[src/logic/ifd_consts.vh]
// constants for the instruction fetch and decode block
`ifndef IFD_CONSTS_VH
`define IFD_CONSTS_VH
// ---------------------------------------------------------------
// register byte offsets
// ---------------------------------------------------------------
`define IFD_OFS_CTRL    4'h0
`define IFD_OFS_STATUS  4'h4
`define IFD_OFS_FIELDS  4'h8
`define IFD_OFS_DECODE  4'hC
`define IFD_CTRL_RST    2'h0
`define IFD_CTRL_RUN    0
`define IFD_CTRL_ROM    1
// ---------------------------------------------------------------
// axi responses
// ---------------------------------------------------------------
`define IFD_RESP_OKAY   2'h0
`define IFD_RESP_SLVERR 2'h2
// ---------------------------------------------------------------
// instruction fields
// ---------------------------------------------------------------
`define IFD_OP_HI       15
`define IFD_OP_LO       12
`define IFD_SUB_HI      11
`define IFD_SUB_LO      8
`define IFD_MODE_BIT    11
`define IFD_UNSIGNED_DISPLACEMENT_HI     9
`define IFD_SIGNED_DISPLACEMENT_MSB   7
`define IFD_IDX_HI      9
`define IFD_IDX_LO      8
`define IFD_IOREG_HI    10
`define IFD_IOREG_LO    8
`define IFD_IOMODE_HI   7
`define IFD_IOMODE_LO   6
`define IFD_SKIP_REV    8
// ---------------------------------------------------------------
// main op codes (top nibble)
// ---------------------------------------------------------------
`define IFD_OP_GEN      4'h0
`define IFD_OP_SKIP     4'h2
`define IFD_OP_RESET_BIT     4'h3
`define IFD_OP_LOAD_BYTE     4'h8
`define IFD_OP_STORE_BYTE     4'h9
`define IFD_OP_TEST_BIT     4'hA
`define IFD_OP_SET_BIT     4'hB
`define IFD_OP_LDR      4'hC
`define IFD_OP_STR      4'hD
`define IFD_OP_CMR      4'hE
`define IFD_OP_MULTI    4'hF
`define IFD_MEMREF_MASK 16'hFFFA
// ---------------------------------------------------------------
// sub-class codes (bits 8-11 when op is general)
// ---------------------------------------------------------------
`define IFD_SUB_SPEC    4'h0
`define IFD_SUB_ROL     4'h1
`define IFD_SUB_SRLA    4'h2
`define IFD_SUB_SRCC    4'h3
`define IFD_SUB_CTRL    4'h4
`define IFD_SUB_RCS     4'h5
`define IFD_SUB_RCD     4'h6
`define IFD_SUB_RCO     4'h7
`define IFD_SG_WAIT     4'h0
`define IFD_SG_MPY      4'h8
`define IFD_SG_DIV      4'hA
`endif

[src/logic/ifd_fetch_decode.v]
// instruction fetch timing and general decode with axi4-lite registers
//
// Contract
// - a memory start clock is raised as every instruction cycle begins.
// - rom fetch of a non memory-reference word starts the next fetch after phase two.
// - otherwise the next memory start clock comes only after phase four.
// - the memory data word is copied into the instruction register during fetch.
// - the top four bits of the instruction register pick the main class.
// - bits 8 to 11 are decoded into the separate sub-class enables.
// - the special general enable covers wait, multiply and divide.
// - one enable routes the instruction register onto the alu function bus.
// - bits 0 to 9 form the unsigned base-relative displacement.
// - the indexed format top nibble picks the operation and bit 11 picks base or direct.
// - skips use high bytes 20 to 2F, even forward, odd reverse with signed low byte.
// - the program-relative displacement is sign extended up through bit 15.
// - bits 8 and 9 select one of the three index registers.
// - io instructions take the register from bits 8 to 10 and the mode from bits 6 and 7.
`include "ifd_consts.vh"
`timescale 1ns/100ps
`default_nettype none

module ifd_fetch_decode (
    input  wire        clk_i,
    input  wire        sys_rst_i,
    input  wire [3:0]  s_axi_awaddr_i,
    input  wire        s_axi_awvalid_i,
    output wire        s_axi_awready_o,
    input  wire [31:0] s_axi_wdata_i,
    input  wire [3:0]  s_axi_wstrb_i,
    input  wire        s_axi_wvalid_i,
    output wire        s_axi_wready_o,
    output reg  [1:0]  s_axi_bresp_o,
    output reg         s_axi_bvalid_o,
    input  wire        s_axi_bready_i,
    input  wire [3:0]  s_axi_araddr_i,
    input  wire        s_axi_arvalid_i,
    output wire        s_axi_arready_o,
    output reg  [31:0] s_axi_rdata_o,
    output reg  [1:0]  s_axi_rresp_o,
    output reg         s_axi_rvalid_o,
    input  wire        s_axi_rready_i,
    input  wire [15:0] mem_data_i,
    output reg         mem_start_o,
    output wire        timing_phase_two_o,
    output wire        timing_phase_four_o,
    output reg  [15:0] instr_o,
    output reg  [15:0] main_class_o,
    output reg         special_general_enable_o,
    output reg         reg_operate_literal_enable_o,
    output reg         shift_right_logic_arith_enable_o,
    output reg         shift_right_circular_enable_o,
    output reg         control_instr_enable_o,
    output reg         reg_change_source_enable_o,
    output reg         reg_change_dest_enable_o,
    output reg         reg_change_operate_enable_o,
    output reg         general_class_o,
    output reg         execute_decode_o,
    output reg         reg_operate_group_decode_o,
    output reg         alu_bus_from_instr_select_o,
    output reg         hw_multiply_o,
    output reg  [9:0]  unsigned_displacement_o,
    output reg  [15:0] signed_displacement_o,
    output reg  [8:0]  mem_op_o,
    output reg         base_mode_o,
    output reg         skip_o,
    output reg         skip_reverse_o,
    output reg  [2:0]  index_select_o,
    output reg  [2:0]  io_reg_select_o,
    output reg  [3:0]  io_mode_o
);

    // ---------------------------------------------------------------
    // timing phases
    // ---------------------------------------------------------------
    localparam [4:0] PH_IDLE = 5'h01;
    localparam [4:0] PH_1    = 5'h02;
    localparam [4:0] PH_2    = 5'h04;
    localparam [4:0] PH_3    = 5'h08;
    localparam [4:0] PH_4    = 5'h10;

    reg  [4:0]  phase_r;
    reg  [4:0]  phase_nxt;
    reg  [1:0]  ctrl_r;
    reg         overlap_r;
    wire        run      = ctrl_r[`IFD_CTRL_RUN];
    wire        rom_src  = ctrl_r[`IFD_CTRL_ROM];
    wire [3:0]  word_op  = mem_data_i[`IFD_OP_HI:`IFD_OP_LO];
    wire [3:0]  word_sub = mem_data_i[`IFD_SUB_HI:`IFD_SUB_LO];
    wire        load_ir  = (phase_r == PH_1);
    // mask bit n set when top nibble n is a memory-reference op
    wire [15:0] memref_map = `IFD_MEMREF_MASK;
    wire        memref   = memref_map[word_op];
    wire        start_nxt;

    assign timing_phase_two_o  = (phase_r == PH_2);
    assign timing_phase_four_o = (phase_r == PH_4);

    // phase sequencing; the overlap choice is taken from the fetched word
    always @* begin
        phase_nxt = PH_IDLE;
        case (phase_r)
            PH_IDLE: phase_nxt = run ? PH_1 : PH_IDLE;
            PH_1:    phase_nxt = PH_2;
            PH_2:    phase_nxt = (overlap_r && run) ? PH_1 :
                                 (overlap_r ? PH_IDLE : PH_3);
            PH_3:    phase_nxt = PH_4;
            PH_4:    phase_nxt = run ? PH_1 : PH_IDLE;
            default: phase_nxt = PH_IDLE;
        endcase
    end

    // every entry into phase one is the start of an instruction cycle
    assign start_nxt = (phase_nxt == PH_1) && (phase_r != PH_1);

    always @(posedge clk_i) begin
        if (sys_rst_i) begin
            phase_r     <= PH_IDLE;
            mem_start_o <= 1'b0;
            overlap_r   <= 1'b0;
        end else begin
            phase_r     <= phase_nxt;
            mem_start_o <= start_nxt;
            if (load_ir) begin
                // rom and not memory reference lets the fetch overlap
                overlap_r <= rom_src && !memref;
            end
        end
    end

    // ---------------------------------------------------------------
    // instruction register and latched decodes
    // ---------------------------------------------------------------
    // decodes are latched with the word so they cannot glitch mid-instruction
    wire gen_w = (word_op == `IFD_OP_GEN);
    wire [3:0] sg_w = mem_data_i[7:4];

    always @(posedge clk_i) begin
        if (sys_rst_i) begin
            instr_o                          <= 16'h0000;
            main_class_o                     <= 16'h0000;
            special_general_enable_o         <= 1'b0;
            reg_operate_literal_enable_o     <= 1'b0;
            shift_right_logic_arith_enable_o <= 1'b0;
            shift_right_circular_enable_o    <= 1'b0;
            control_instr_enable_o           <= 1'b0;
            reg_change_source_enable_o       <= 1'b0;
            reg_change_dest_enable_o         <= 1'b0;
            reg_change_operate_enable_o      <= 1'b0;
            general_class_o                  <= 1'b0;
            execute_decode_o                 <= 1'b0;
            reg_operate_group_decode_o       <= 1'b0;
            alu_bus_from_instr_select_o      <= 1'b0;
            hw_multiply_o                    <= 1'b0;
            unsigned_displacement_o          <= 10'h000;
            signed_displacement_o            <= 16'h0000;
            mem_op_o                         <= 9'h000;
            base_mode_o                      <= 1'b0;
            skip_o                           <= 1'b0;
            skip_reverse_o                   <= 1'b0;
            index_select_o                   <= 3'h0;
            io_reg_select_o                  <= 3'h0;
            io_mode_o                        <= 4'h0;
        end else if (load_ir) begin
            instr_o <= mem_data_i;
            main_class_o <= 16'h0001 << word_op;
            // sub-class enables only exist inside the general class
            special_general_enable_o <= gen_w && (word_sub == `IFD_SUB_SPEC)
                && ((sg_w == `IFD_SG_WAIT) || (sg_w == `IFD_SG_MPY)
                || (sg_w == `IFD_SG_DIV));
            reg_operate_literal_enable_o <= gen_w && (word_sub == `IFD_SUB_ROL);
            shift_right_logic_arith_enable_o <= gen_w && (word_sub == `IFD_SUB_SRLA);
            shift_right_circular_enable_o <= gen_w && (word_sub == `IFD_SUB_SRCC);
            control_instr_enable_o <= gen_w && (word_sub == `IFD_SUB_CTRL);
            reg_change_source_enable_o <= gen_w && (word_sub == `IFD_SUB_RCS);
            reg_change_dest_enable_o <= gen_w && (word_sub == `IFD_SUB_RCD);
            reg_change_operate_enable_o <= gen_w && (word_sub == `IFD_SUB_RCO);
            general_class_o <= gen_w;
            execute_decode_o <= gen_w && (word_sub == `IFD_SUB_RCS)
                && mem_data_i[4] && (mem_data_i[3:0] == 4'h0);
            reg_operate_group_decode_o <= gen_w && ((word_sub == `IFD_SUB_ROL)
                || (word_sub == `IFD_SUB_RCO));
            // literal and control words carry their operand in the word itself
            alu_bus_from_instr_select_o <= gen_w && ((word_sub == `IFD_SUB_ROL)
                || (word_sub == `IFD_SUB_CTRL));
            hw_multiply_o <= gen_w && (word_sub == `IFD_SUB_SPEC)
                && (sg_w == `IFD_SG_MPY);
            unsigned_displacement_o <= mem_data_i[`IFD_UNSIGNED_DISPLACEMENT_HI:0];
            signed_displacement_o <= {{8{mem_data_i[`IFD_SIGNED_DISPLACEMENT_MSB]}},
                mem_data_i[`IFD_SIGNED_DISPLACEMENT_MSB:0]};
            // one-hot indexed op: ldr str cmr load_byte store_byte set_bit reset_bit test_bit multi
            mem_op_o <= {word_op == `IFD_OP_MULTI, word_op == `IFD_OP_TEST_BIT,
                word_op == `IFD_OP_RESET_BIT, word_op == `IFD_OP_SET_BIT,
                word_op == `IFD_OP_STORE_BYTE, word_op == `IFD_OP_LOAD_BYTE,
                word_op == `IFD_OP_CMR, word_op == `IFD_OP_STR,
                word_op == `IFD_OP_LDR};
            base_mode_o <= memref && mem_data_i[`IFD_MODE_BIT];
            skip_o <= (word_op == `IFD_OP_SKIP);
            skip_reverse_o <= (word_op == `IFD_OP_SKIP)
                && mem_data_i[`IFD_SKIP_REV];
            // code 3 selects no index register
            index_select_o <= (3'h1 << mem_data_i[`IFD_IDX_HI:`IFD_IDX_LO]);
            io_reg_select_o <= mem_data_i[`IFD_IOREG_HI:`IFD_IOREG_LO];
            io_mode_o <= 4'h1 << mem_data_i[`IFD_IOMODE_HI:`IFD_IOMODE_LO];
        end
    end

    // ---------------------------------------------------------------
    // axi4-lite write channel
    // ---------------------------------------------------------------
    reg        aw_held_r;
    reg        w_held_r;
    reg [3:0]  aw_addr_r;
    reg [31:0] w_data_r;
    reg [3:0]  w_strb_r;

    // one write at a time: address and data are each parked until both exist
    assign s_axi_awready_o = !aw_held_r && !s_axi_bvalid_o;
    assign s_axi_wready_o  = !w_held_r && !s_axi_bvalid_o;

    wire       aw_take = s_axi_awvalid_i && s_axi_awready_o;
    wire       w_take  = s_axi_wvalid_i && s_axi_wready_o;
    wire       aw_have = aw_held_r || aw_take;
    wire       w_have  = w_held_r || w_take;
    wire       wr_go   = aw_have && w_have;
    wire [3:0] wr_addr = aw_held_r ? aw_addr_r : s_axi_awaddr_i;
    wire [31:0] wr_data = w_held_r ? w_data_r : s_axi_wdata_i;
    wire [3:0] wr_strb = w_held_r ? w_strb_r : s_axi_wstrb_i;

    always @(posedge clk_i) begin
        if (sys_rst_i) begin
            aw_held_r      <= 1'b0;
            w_held_r       <= 1'b0;
            aw_addr_r      <= 4'h0;
            w_data_r       <= 32'h0000_0000;
            w_strb_r       <= 4'h0;
            s_axi_bvalid_o <= 1'b0;
            s_axi_bresp_o  <= `IFD_RESP_OKAY;
            ctrl_r         <= `IFD_CTRL_RST;
        end else begin
            if (aw_take) begin
                aw_addr_r <= s_axi_awaddr_i;
            end
            if (w_take) begin
                w_data_r <= s_axi_wdata_i;
                w_strb_r <= s_axi_wstrb_i;
            end
            aw_held_r <= aw_have && !wr_go;
            w_held_r  <= w_have && !wr_go;
            if (wr_go) begin
                s_axi_bvalid_o <= 1'b1;
                if (wr_addr == `IFD_OFS_CTRL) begin
                    s_axi_bresp_o <= `IFD_RESP_OKAY;
                    if (wr_strb[0]) begin
                        ctrl_r <= wr_data[1:0];
                    end
                end else if (wr_addr == `IFD_OFS_STATUS || wr_addr == `IFD_OFS_FIELDS
                             || wr_addr == `IFD_OFS_DECODE) begin
                    s_axi_bresp_o <= `IFD_RESP_OKAY;   // read-only, write ignored
                end else begin
                    s_axi_bresp_o <= `IFD_RESP_SLVERR;
                end
            end else if (s_axi_bready_i) begin
                s_axi_bvalid_o <= 1'b0;
            end
        end
    end

    // ---------------------------------------------------------------
    // axi4-lite read channel
    // ---------------------------------------------------------------
    assign s_axi_arready_o = !s_axi_rvalid_o;

    // read mux of live block state
    reg [31:0] rd_mux;
    reg        rd_ok;
    always @* begin
        rd_mux = 32'h0000_0000;
        rd_ok  = 1'b1;
        case (s_axi_araddr_i)
            `IFD_OFS_CTRL:   rd_mux = {30'h0000_0000, ctrl_r};
            `IFD_OFS_STATUS: rd_mux = {11'h000, mem_start_o, phase_r[4:1], instr_o};
            `IFD_OFS_FIELDS: rd_mux = {base_mode_o, skip_reverse_o, io_mode_o,
                                       io_reg_select_o, index_select_o, 4'h0,
                                       signed_displacement_o};
            `IFD_OFS_DECODE: rd_mux = {2'h0, skip_o, mem_op_o, hw_multiply_o,
                                       alu_bus_from_instr_select_o,
                                       reg_operate_group_decode_o, execute_decode_o,
                                       general_class_o, reg_change_operate_enable_o,
                                       reg_change_dest_enable_o,
                                       reg_change_source_enable_o,
                                       control_instr_enable_o,
                                       shift_right_circular_enable_o,
                                       shift_right_logic_arith_enable_o,
                                       reg_operate_literal_enable_o,
                                       special_general_enable_o,
                                       3'h0, unsigned_displacement_o[3:0]};
            default:         rd_ok  = 1'b0;
        endcase
    end

    always @(posedge clk_i) begin
        if (sys_rst_i) begin
            s_axi_rvalid_o <= 1'b0;
            s_axi_rdata_o  <= 32'h0000_0000;
            s_axi_rresp_o  <= `IFD_RESP_OKAY;
        end else if (s_axi_arvalid_i && s_axi_arready_o) begin
            s_axi_rvalid_o <= 1'b1;
            s_axi_rdata_o  <= rd_mux;
            s_axi_rresp_o  <= rd_ok ? `IFD_RESP_OKAY : `IFD_RESP_SLVERR;
        end else if (s_axi_rready_i) begin
            s_axi_rvalid_o <= 1'b0;
        end
    end

endmodule // ifd_fetch_decode

`default_nettype wire

[config.mk]
export PLATFORM = sky130hd
export DESIGN_NAME = ifd_fetch_decode
export DESIGN_NICKNAME = d
export VERILOG_FILES = /design/src/logic/ifd_fetch_decode.v
export VERILOG_INCLUDE_DIRS = /design/src /design/src/logic
export SDC_FILE = /design/constraint.sdc
export NUM_CORES = 1
export LEC_CHECK = 0
export ABC_AREA = 1
export BUFFER_PORTS_ARGS = -buffer_cell sky130_fd_sc_hd__buf_2
export CAP_MARGIN = 20
export CORE_UTILIZATION = 45
export CTS_CLUSTER_SIZE = 24
export DETAILED_ROUTE_END_ITERATION = 7
export HOLD_SLACK_MARGIN = 0.02
export PLACE_DENSITY = 0.75
export RECOVER_POWER = 25
export SYNTH_ARGS = -nofsm -noshare
export SYNTH_HDL_FRONTEND = slang
export SYNTH_SLANG_ARGS = --single-unit
[constraint.sdc]
create_clock -name clk_i -period 2 [get_ports clk_i]
set_clock_uncertainty 0.2 [all_clocks]
set_input_delay 0.2 -clock clk_i [delete_from_list [all_inputs] [get_ports clk_i]]
set_output_delay 0.2 -clock clk_i [all_outputs]
set_load 0.02 [all_outputs]
==> Word-level counts from Yosys, hierarchy flattened <==
Memories as Yosys holds them, arrays and structs flattened.
Index checks and enable logic that the tools add are counted.
{ "word_totals": {"register_bits": 141, "latchBits": 0, "mem_bits_rw": 0, "romBits": 16, "input_bits": 67, "output_inout_bits": 137, "word_cells": 144, "memories": 1} }
{ "classes": {"addsub": 0, "mul": 0, "div": 0, "order_cmp": 1, "eq_ne": 32, "shifts": 3, "mux": 17, "n_bitwise": 0, "reduce_logical": 52} }
{ "mem_list": {"columns": ["memory", "words", "width", "read_ports", "rd_clocked_by_memory_dff", "write_ports", "line_no", "rtl"], "rows": [
  ["(no name shown)", 16, 1, 1, 0, 0, "ifd_fetch_decode.v:92", "wire memref = memref_map[word_op];"]
]} }
{ "op_table": {"columns": ["operator", "count"], "rows": [
  ["one-hot mux 32 bit (4 select lines)", 1],
  ["== test 4 bit (second input constant)", 14],
  ["logical AND 1 bit", 27],
  ["== test 4 x 3 -> 1 bit (second input constant)", 6],
  ["logical NOT 4 bit", 6],
  ["one-hot mux 5 bit (4 select lines)", 1],
  ["== test 4 x 2 -> 1 bit (second input constant)", 4],
  ["left shift 1 x 4 -> 16 bit (first input constant)", 1],
  ["2-to-1 mux 4 bit", 3],
  ["== test 5 x 2 -> 1 bit (second input constant)", 2],
  ["2-to-1 mux 2 bit", 5],
  ["logical OR 1 bit", 8],
  ["2-to-1 mux 1 bit", 7],
  ["logical NOT 1 bit", 6],
  ["== test 5 x 1 -> 1 bit (second input constant)", 1],
  ["== test 5 x 3 -> 1 bit (second input constant)", 1],
  ["== test 5 x 4 -> 1 bit (second input constant)", 1],
  ["== test 5 bit (second input constant)", 1],
  ["less-than comparator 4 x 5 -> 1 bit (second input constant)", 1],
  ["inequality test 5 x 2 -> 1 bit (second input constant)", 1],
  ["== test 4 x 1 -> 1 bit (second input constant)", 1],
  ["nonzero test 2 bit", 2],
  ["OR reduction 4 bit", 1],
  ["left shift 1 x 2 -> 4 bit (first input constant)", 1],
  ["other kinds (3)", 3]
]} }

==> Logic depth before layout (Yosys ltp) <==
Gate-level depths: netlist of the first run.
{ "depth": {"word_depth": 7, "ltp_mapped": 9, "depth_no_buf": 8} }

==> Least setup slack after synthesis of the first run <==
OpenSTA, ideal clock, no wires.
{ "synth_path": {"path_kind": "register -> register", "start": "reg s_axi_rvalid_o", "end": "reg s_axi_rdata_o[13]", "setup_time_ns": 0.132, "arrival_time_ns": 1.219, "required_ns": 1.668, "path_slack_ns": 0.448, "stages_incl_launch_ff": 8, "path_buffers": 2, "period_less_slack_ns": 1.552, "path_cell_list": "dfxtp_1 -> inv_1 -> nand2_1 -> inv_1 -> buf_2 -> buf_2 -> nand2_1 -> a21oi_1"} }
{ "synth_between": {"elab_chain_len": 2} }
{ "synth_lines": {"columns": ["item", "line_no", "rtl"], "rows": [
  ["start: declaration", "ifd_fetch_decode.v:40", "output reg s_axi_rvalid_o,"],
  ["start signal: assignment", "ifd_fetch_decode.v:303", "s_axi_rvalid_o <= 1'b0;"],
  ["start signal: assignment", "ifd_fetch_decode.v:307", "s_axi_rvalid_o <= 1'b1;"],
  ["start signal: assignment", "ifd_fetch_decode.v:311", "s_axi_rvalid_o <= 1'b0;"],
  ["logical NOT 1 bit", "ifd_fetch_decode.v:271", "assign s_axi_arready_o = !s_axi_rvalid_o;"],
  ["net s_axi_arready_o", "ifd_fetch_decode.v:37", "output wire s_axi_arready_o,"],
  ["logical AND 1 bit", "ifd_fetch_decode.v:306", "end else if (s_axi_arvalid_i && s_axi_arready_o) begin"],
  ["end signal: assignment", "ifd_fetch_decode.v:308", "s_axi_rdata_o <= rd_mux;"],
  ["end: declaration", "ifd_fetch_decode.v:38", "output reg [31:0] s_axi_rdata_o,"]
]} }
The timed path passes the listed nets, and every way through them passes these cells.
A chain may end at the register's enable or synchronous reset.

==> Worst setup path in the final report of the first run <==
{ "layout_path": {"start": "reg s_axi_bvalid_o", "end": "reg s_axi_bvalid_o"} }
{ "layout_between": {"elab_chain_len": 6, "elab_cells_between_ends": 10, "classes_between": "1 x mux; 9 x reduce/logical"} }
{ "layout_lines": {"columns": ["item", "line_no", "rtl"], "rows": [
  ["start: declaration", "ifd_fetch_decode.v:33", "output reg s_axi_bvalid_o,"],
  ["start signal: assignment", "ifd_fetch_decode.v:236", "s_axi_bvalid_o <= 1'b0;"],
  ["start signal: assignment", "ifd_fetch_decode.v:250", "s_axi_bvalid_o <= 1'b1;"],
  ["start signal: assignment", "ifd_fetch_decode.v:263", "s_axi_bvalid_o <= 1'b0;"],
  ["logical NOT 1 bit (*)", "ifd_fetch_decode.v:217, ifd_fetch_decode.v:218", null],
  ["logical AND 1 bit (on tied branches)", "ifd_fetch_decode.v:217, ifd_fetch_decode.v:218", null],
  ["logical AND 1 bit (on tied branches)", "ifd_fetch_decode.v:220, ifd_fetch_decode.v:221", null],
  ["logical OR 1 bit (on tied branches)", "ifd_fetch_decode.v:222, ifd_fetch_decode.v:223", null],
  ["logical AND 1 bit (*)", "ifd_fetch_decode.v:224", "wire wr_go = aw_have && w_have;"],
  ["2-to-1 mux 1 bit / nonzero test 2 bit (equally long branches)", null, null]
]} }
Every way passes the cells marked *; elsewhere a longest branch is shown, timed or not.

==> run_results.csv, run 1 <==
group,metric,value,unit
detailed_routing,route.met3.wl,1.05,mm
logic_synthesis,post_synth_instance_area,5020,um2
run_status,outcome,"completed",
grt,first_global_vias,4508,
detailed_routing,top_layer_used,"met4",
critical_path,crit_path_required_time,2.25,ns
timing,fin_crit_sh,0.938,
layout,most_common_cell_after_layout_fill_and_taps_aside,"sky130_fd_sc_hd__nand2_1",
pwr,leakage,3.07,nW
grt,number_of_antenna_violations_at_the_first_check_in_global_routing,0,
timing,achievable-frequency,533,MHz
pwr,clkPwrFrac,0.504,
worst_hold_path,worstHoldPathCells,5,
floorplan,start_util,0.464,
grt,overflow,0,
critical_path,worstReg2RegEnd,"s_axi_bvalid_o",
timing,finalWorstSetupSlack,0.124,ns
pwr,pwr-share-seq,0.425,
placement,gpl.final_weighted_congestion,0.845,
placement,place.detailed.instances,933,
cts,htree_levels,4,
critical_path,timing_worst_setup_path_type,"flip-flop to flip-flop",
detailed_routing,routed_wl,14.6,mm
logic_synthesis,synth-async-reset-ratio,0,
placement,place_hpwl,10.4,mm
detailed_routing,post_dr_wirelength_cell,14.5,um
floorplan,core,10800,um2
detailed_routing,met1_length,6.35,mm
critical_path,worstPathMaxFanout,6,
timing,timing.final.max_slew_violations,0,
grt,wire_length_of_the_first_global_routing_pass,22.7,mm
critical_path,rr_worst_depth,4,
cts,clk_latency,0.51,ns
worst_hold_path,holdPathEnd,"s_axi_rdata_o[29]",
pwr,cell_area_power_density,849,nW/um2
layout,final_antenna_diode_count,0,
detailed_routing,met2RoutedLength,6.89,mm
floorplan,placement_rows,38,
layout,finalNonFillerCells,1007,
pwr,p_int,4.21,mW
logic_synthesis,ys_top_cells_by_area,"sky130_fd_sc_hd__dfxtp_1 47%, sky130_fd_sc_hd__nand2_1 16%, sky130_fd_sc_hd__buf_4 4.9%",
timing,slew_headroom,0.549,
cts,clock_buffers_created_by_tritoncts,17,
timing,period_minus_slack,1.88,ns
timing,timing.final.hold_violations,0,
logic_synthesis,synth-main-ff-cell,"sky130_fd_sc_hd__dfxtp_1",
logic_synthesis,synth-warning-count,0,
detailed_routing,first_iter_violations,335,
detailed_routing,number_of_iterations_in_the_first_detailed_routing_pass,6,
cts,clock_tree.root_cell,"sky130_fd_sc_hd__clkbuf_8",
cts,clk_transition_reported_paths,0.06,ns
placement,dpl_worst_slack,0.291,ns
layout,layout-drive-gt1-share,0.215,
logic_synthesis,ys_seq_area_frac,0.470,
logic_synthesis,netlist-cell-type-count,37,
pwr,power.share.switching,0.255,
critical_path,timing.rr.start,"s_axi_bvalid_o",
timing,setup_viol,0,
logic_synthesis,ys_ff_latch,118,
floorplan,floorplan.die.height,108,um
timing,sum_of_negative_setup_slack,0,ns
worst_hold_path,worstHoldPathType,"input pin to flip-flop",
detailed_routing,drt.antenna.violating_nets,0,
critical_path,timing.critical_path.from_type,"flip-flop",
critical_path,ff2ff_setup_slack,0.12,ns
cts,worst_case_clock_buffer_depth,2,
logic_synthesis,post-synth-top-area-cell,"sky130_fd_sc_hd__dfxtp_1",
logic_synthesis,netlist.area_leader.share,0.470,
cts,tritoncts,"yes",
pwr,pwr-share-comb,0.071,
timing,setup_repair_after_global_routing_missed_its_margin,"false",
logic_synthesis,syn_inst,666,
floorplan,chipWidth,108,um
detailed_routing,drc_errors,0,
logic_synthesis,synth.avg_cell_area,7.54,um2
layout,final_net_count,921,
cts,numClockSinks,118,
layout,flow.area_growth_from_synthesis,32.4,%
layout,mostFrequentLayoutCells,"211 x sky130_fd_sc_hd__nand2_1, 117 x sky130_fd_sc_hd__dfxtp_1, 111 x sky130_fd_sc_hd__buf_2",
detailed_routing,route.vias.total,4980,
worst_hold_path,holdCritStartpoint,"s_axi_arvalid_i",
detailed_routing,detail_route.vias_per_cell,4.95,
logic_synthesis,post_synth_edffs,0,
pwr,switchingPower,1.44,mW
critical_path,cp-end-kind,"flip-flop",
floorplan,pin_count,204,
pwr,ir_drop,0.546,mV
grt,grt_use_total,0.258,
placement,number_of_input_and_output_port_buffers_inserted,168,
critical_path,crit_arrival,2.13,ns
floorplan,floorplan.die_area,11600,um2
grt,pin_count_of_the_biggest_net_entering_global_routing,55,
timing,slew_worst_pin,0.677,ns
flow_run,max_cap_violations,0,
cts,cts_setup_buffers,0,
-- routing by layer --
metal,vias to the layer above,track usage
li1,2486,-
met1,2250,0.324
met2,224,0.430
met3,20,0.0630
met4,0,0.0920
met5,-,0
-- worst max-delay path, cell delays in order, from the launching register on --
cell and delay, ns:
sky130_fd_sc_hd__dfxtp_1 0.36, sky130_fd_sc_hd__o21ai_0 0.40, sky130_fd_sc_hd__nand2_1 0.16, sky130_fd_sc_hd__a21oi_1 0.15
sky130_fd_sc_hd__dlygate4sd3_1 0.55
-- through the flow --
stage / power [mW] / util / hold WS (ns) / instance area (um2)
2_1_floorplan: 2.67 / - / 0.110 / 5030
3_3_place_gp: 2.78 / 0.530 / 0.226 / 5750
3_5_place_dp: 2.78 / 0.530 / 0.228 / 5750
4_1_cts: 5.66 / 0.620 / 0.0875 / 6720
5_1_grt: 5.86 / 0.614 / 0.122 / 6650
6_report: 5.65 / 0.614 / 0.0786 / 6650
-- state kept, by name, summed over array words and instances (netlist names), 2 cells and up --
signal,cells
phase_r,5
aw_addr_r,4
io_mode_o,4
ctrl_r,2
index_select_o,3
mem_op_o,9
instr_o,16
main_class_o,16
s_axi_rdata_o,32
w_data_r,2
-- power by group through the flow --
stage               logic (mW)  clock network, mW  registers, mW
finish                   0.403               2.84           2.40
global route             0.445               3.01           2.40
CTS                      0.401               2.86           2.40
detailed placement       0.331                  0           2.45
global placement         0.329                  0           2.45
floorplan                0.215                  0           2.46
-- synthesized netlist by cell type (2+ instances only) --
| cell type | number |
|---|---|
| sky130_fd_sc_hd__a21oi_1 | 35 |
| sky130_fd_sc_hd__a22o_1 | 5 |
| sky130_fd_sc_hd__buf_1 | 2 |
| sky130_fd_sc_hd__buf_2 | 7 |
| sky130_fd_sc_hd__buf_4 | 33 |
| sky130_fd_sc_hd__buf_6 | 8 |
| sky130_fd_sc_hd__clkbuf_1 | 5 |
| sky130_fd_sc_hd__dfxtp_1 | 118 |
| sky130_fd_sc_hd__inv_1 | 49 |
| sky130_fd_sc_hd__inv_2 | 3 |
| sky130_fd_sc_hd__mux2i_1 | 2 |
| sky130_fd_sc_hd__nand2_1 | 211 |
| sky130_fd_sc_hd__nand3_1 | 47 |
| sky130_fd_sc_hd__nand4_1 | 4 |
| sky130_fd_sc_hd__nor2_1 | 53 |
| sky130_fd_sc_hd__nor2_2 | 4 |
| sky130_fd_sc_hd__nor2_4 | 6 |
| sky130_fd_sc_hd__nor3_1 | 6 |
| sky130_fd_sc_hd__o21ai_0 | 31 |
| sky130_fd_sc_hd__o21ai_1 | 13 |
| sky130_fd_sc_hd__o21ai_2 | 5 |
| sky130_fd_sc_hd__o22ai_1 | 2 |
| sky130_fd_sc_hd__o22ai_2 | 3 |
-- repair_timing --
item                                    in CTS  in global routing
endpoints found under the hold margin       97                  0
endpoints found under the setup margin       0                  2
hold buffers                                42                  0
gates resized for setup                      0                  3
-- cells by family after synthesis --
family                 synth area share
AO/OA/AOI/OAI                     0.111
buffers and inverters             0.121
flip-flops                        0.470
multiplexers                    0.00398
other                          0.000746
AND/OR/NAND/NOR                   0.294
-- final cells by class --
class | instances | area [um2]
multi-input cells | 440 | 2070
clock inverters | 15 | 141
fillers | 1012 | 4190
repair buffers | 224 | 1290
flip-flops and latches | 118 | 2360
inverters | 53 | 204
clock buffers | 17 | 414
well taps | 140 | 175
-- worst max-delay path by stage --
stage / from / to / slack [ns] / cells after the start
5_1_grt: s_axi_bvalid_o / s_axi_bvalid_o / 0.02 / 4
4_1_cts: phase_r[2] / timing_phase_two_o / 0.13 / 5
2_1_floorplan: s_axi_rvalid_o / s_axi_rdata_o[13] / 0.45 / 7
6_report: s_axi_bvalid_o / s_axi_bvalid_o / 0.12 / 4
3_5_place_dp: phase_r[3] / instr_o[6] / 0.29 / 5
3_3_place_gp: phase_r[1] / general_class_o / 0.32 / 7
No activity file was read; power rests on OpenSTA's default activity.
==> run 2: changes to the inputs <==
ABC_AREA = unset   (was 1)
==> run 2 against run 1 <==
Fmax fell by 3.9%. Utilization up 3.2 points. Wire length grew 4.2%. Total power up 6.7%. Hold slack is essentially flat. Highest routed layer unchanged. First-iteration DRC count up 31%.
==> run_results.csv, run 2 <==
group,metric,value,unit
layout,num-fill-cells,828,
logic_synthesis,synth_common_cells,"118 x sky130_fd_sc_hd__dfxtp_1, 110 x sky130_fd_sc_hd__nand2_1, 77 x sky130_fd_sc_hd__a21oi_1",
timing,setup_repair_after_global_routing_missed_its_margin,"false",
layout,register_area,2360,um2
timing,timing.final.max_slew_violations,0,
cts,tritoncts,"yes",
critical_path,timing.rr.start,"phase_r[0]",
layout,most_common_cell_after_layout_fill_and_taps_aside,"sky130_fd_sc_hd__buf_2",
timing,period_minus_slack,1.95,ns
critical_path,worstReg2RegEnd,"reg_operate_group_decode_o",
pwr,ir_drop,0.520,mV
floorplan,floorplan.die.height,107,um
cts,htree_levels,4,
detailed_routing,number_of_iterations_in_the_first_detailed_routing_pass,5,
critical_path,cp-end-kind,"flip-flop",
layout,flow.area_growth_from_synthesis,36.6,%
logic_synthesis,netlist-cell-type-count,49,
placement,place_hpwl,10.3,mm
layout,layout-drive-gt1-share,0.303,
critical_path,worstPathMaxFanout,4,
timing,setup_viol,0,
timing,slew_headroom,0.536,
detailed_routing,drc_errors,0,
logic_synthesis,synth-main-ff-cell,"sky130_fd_sc_hd__dfxtp_1",
logic_synthesis,post_synth_edffs,0,
layout,number_of_flip_flops_in_the_largest_register,32,
detailed_routing,post_dr_wirelength_cell,16.5,um
timing,slew_worst_pin,0.695,ns
critical_path,timing.critical_path.from_type,"input pin",
floorplan,chipWidth,107,um
grt,first_global_vias,4641,
timing,fin_crit_sh,0.977,
run_status,outcome,"completed",
worst_hold_path,worstHoldPathType,"input pin to flip-flop",
pwr,leakage,2.96,nW
grt,number_of_antenna_violations_at_the_first_check_in_global_routing,0,
timing,sum_of_negative_setup_slack,0,ns
floorplan,placement_rows,37,
critical_path,crit_arrival,2.18,ns
layout,reg_top3,"s_axi_rdata_o: 32 flops, instr_o: 16 flops, main_class_o: 16 flops",
logic_synthesis,synth-async-reset-ratio,0,
floorplan,floorplan.die_area,11500,um2
cts,clock_buffers_created_by_tritoncts,17,
timing,finalWorstSetupSlack,0.0466,ns
floorplan,core,10500,um2
critical_path,ff2ff_setup_slack,0.13,ns
logic_synthesis,post_synth_instance_area,4970,um2
logic_synthesis,syn_inst,595,
detailed_routing,detail_route.vias_per_cell,5.43,
layout,multi_input_comb_area,2210,um2
logic_synthesis,synth.avg_cell_area,8.35,um2
critical_path,rr_worst_depth,5,
detailed_routing,route.vias.total,4991,
grt,grt_use_total,0.266,
cts,clock_tree.root_cell,"sky130_fd_sc_hd__clkbuf_8",
logic_synthesis,ys_ff_latch,118,
grt,wire_length_of_the_first_global_routing_pass,23.7,mm
floorplan,pin_count,204,
grt,overflow,0,
logic_synthesis,post-synth-top-area-cell,"sky130_fd_sc_hd__dfxtp_1",
timing,achievable-frequency,512,MHz
critical_path,critPathCapture,"reg_operate_group_decode_o",
timing,worst_hold_slack,0.0786,ns
cts,clk_latency,0.51,ns
logic_synthesis,ys_top_cells_by_area,"sky130_fd_sc_hd__dfxtp_1 48%, sky130_fd_sc_hd__nand2_1 8.3%, sky130_fd_sc_hd__a21oi_1 7.8%",
critical_path,crit_path_required_time,2.22,ns
placement,gpl.final_weighted_congestion,0.837,
pwr,cell_area_power_density,887,nW/um2
cts,worst_case_clock_buffer_depth,2,
logic_synthesis,post-synth-top-count-cell,"sky130_fd_sc_hd__dfxtp_1",
placement,dpl_worst_slack,-0.00734,ns
detailed_routing,routed_wl,15.2,mm
flow_run,max_cap_violations,0,
layout,final_antenna_diode_count,0,
detailed_routing,first_iter_violations,438,
cts,cts_setup_buffers,0,
critical_path,timing_worst_setup_path_type,"input pin to flip-flop",
layout,mostFrequentLayoutCells,"168 x sky130_fd_sc_hd__buf_2, 118 x sky130_fd_sc_hd__dfxtp_1, 110 x sky130_fd_sc_hd__nand2_1",
logic_synthesis,ys_seq_area_frac,0.476,
critical_path,critical_path_source,"mem_data_i[12]",
layout,final_net_count,839,
logic_synthesis,synth-warning-count,0,
cts,clk_transition_reported_paths,0.05,ns
floorplan,start_util,0.473,
logic_synthesis,netlist.area_leader.share,0.476,
cts,numClockSinks,118,
grt,pin_count_of_the_biggest_net_entering_global_routing,55,
placement,number_of_input_and_output_port_buffers_inserted,168,
timing,timing.final.hold_violations,0,
detailed_routing,drt.antenna.violating_nets,0,
layout,max_flop_register,"s_axi_rdata_o",
-- run 2: changes by cell type after synthesis, moves of 21 or more --
| cell | before | now |
|---|---|---|
| sky130_fd_sc_hd__nand3_1 | 47 | 16 |
| sky130_fd_sc_hd__nand2_1 | 211 | 110 |
| sky130_fd_sc_hd__mux2i_1 | 2 | 23 |
| sky130_fd_sc_hd__clkbuf_1 | 5 | 27 |
| sky130_fd_sc_hd__a21oi_1 | 35 | 77 |
| sky130_fd_sc_hd__inv_1 | 49 | 4 |
-- run 2: final cells by class --
| cell class | instances | share of cell area |
|---|---|---|
| clock inverter | 8 | 0.0253 |
| tap | 136 | 0.0251 |
| multi-input combinational | 402 | 0.326 |
| sequential | 118 | 0.348 |
| clock buffer | 22 | 0.0682 |
| timing repair buffer | 229 | 0.205 |
| inverter | 4 | 0.00221 |
-- run 2: what timing repair did --
item	in CTS	in global routing
endpoints found under the setup margin	2	7
hold buffers	35	0
cloned	0	0
endpoints found under the hold margin	87	0
resized for setup	1	5
-- run 2: kinds of logic after synthesis --
family | Yosys count | synth area share
other | 1 | 0.000755
buffers and inverters | 76 | 0.0866
AOI/OAI and AO/OA | 139 | 0.161
DFF | 118 | 0.476
muxes | 24 | 0.0486
xor gates and xnor gates | 2 | 0.00353
and+or+nand+nor | 235 | 0.223
-- run 2: report_power, final --
| part | total [mW] | internal, mW | leakage (nW) | switching (mW) |
|---|---|---|---|---|
| sequential | 2.40 | 2.37 | 0.952 | 0.0224 |
| clock | 3.24 | 2.23 | 0.307 | 1.01 |
| combinational | 0.383 | 0.162 | 1.70 | 0.221 |
-- run 2: per-stage QoR --
step	instances	instance area, um2	util	total power, mW
after detailed placement	854	5770	0.549	2.76
after global routing	919	6790	0.646	6.19
after floorplan	596	4970	-	2.63
after global placement	854	5770	0.549	2.75
after CTS	919	6760	0.643	6.04
final	919	6790	0.646	6.02
-- run 2: worst min-delay path by stage --
stage | startpoint | to | cells past startpoint
after global routing | s_axi_arvalid_i | s_axi_rdata_o[31] | 4
final | s_axi_arvalid_i | s_axi_rdata_o[30] | 4
after floorplan | s_axi_rready_i | s_axi_rvalid_o | 1
after CTS | s_axi_arvalid_i | s_axi_rdata_o[30] | 4
after global placement | s_axi_rready_i | s_axi_rvalid_o | 2
after detailed placement | s_axi_rready_i | s_axi_rvalid_o | 2
-- run 2: per-layer routing --
metal  vias to the layer above  wire length, um  part of all wire  track usage
met5                         -                0                 0            0
li1                       2378                -                 -            -
met1                      2337             6440              0.42        0.338
met4                         0              350             0.023        0.107
met2                       242             7430              0.49        0.439
met3                        34              969             0.064       0.0547
-- run 2: worst max-delay path, stage by stage --
cell,delay [ns]
sky130_fd_sc_hd__dlygate4sd3_1,0.56
sky130_fd_sc_hd__buf_2,0.14
sky130_fd_sc_hd__or4_1,0.60
sky130_fd_sc_hd__nor3b_2,0.32
sky130_fd_sc_hd__nand4_1,0.18
sky130_fd_sc_hd__o211ai_1,0.17
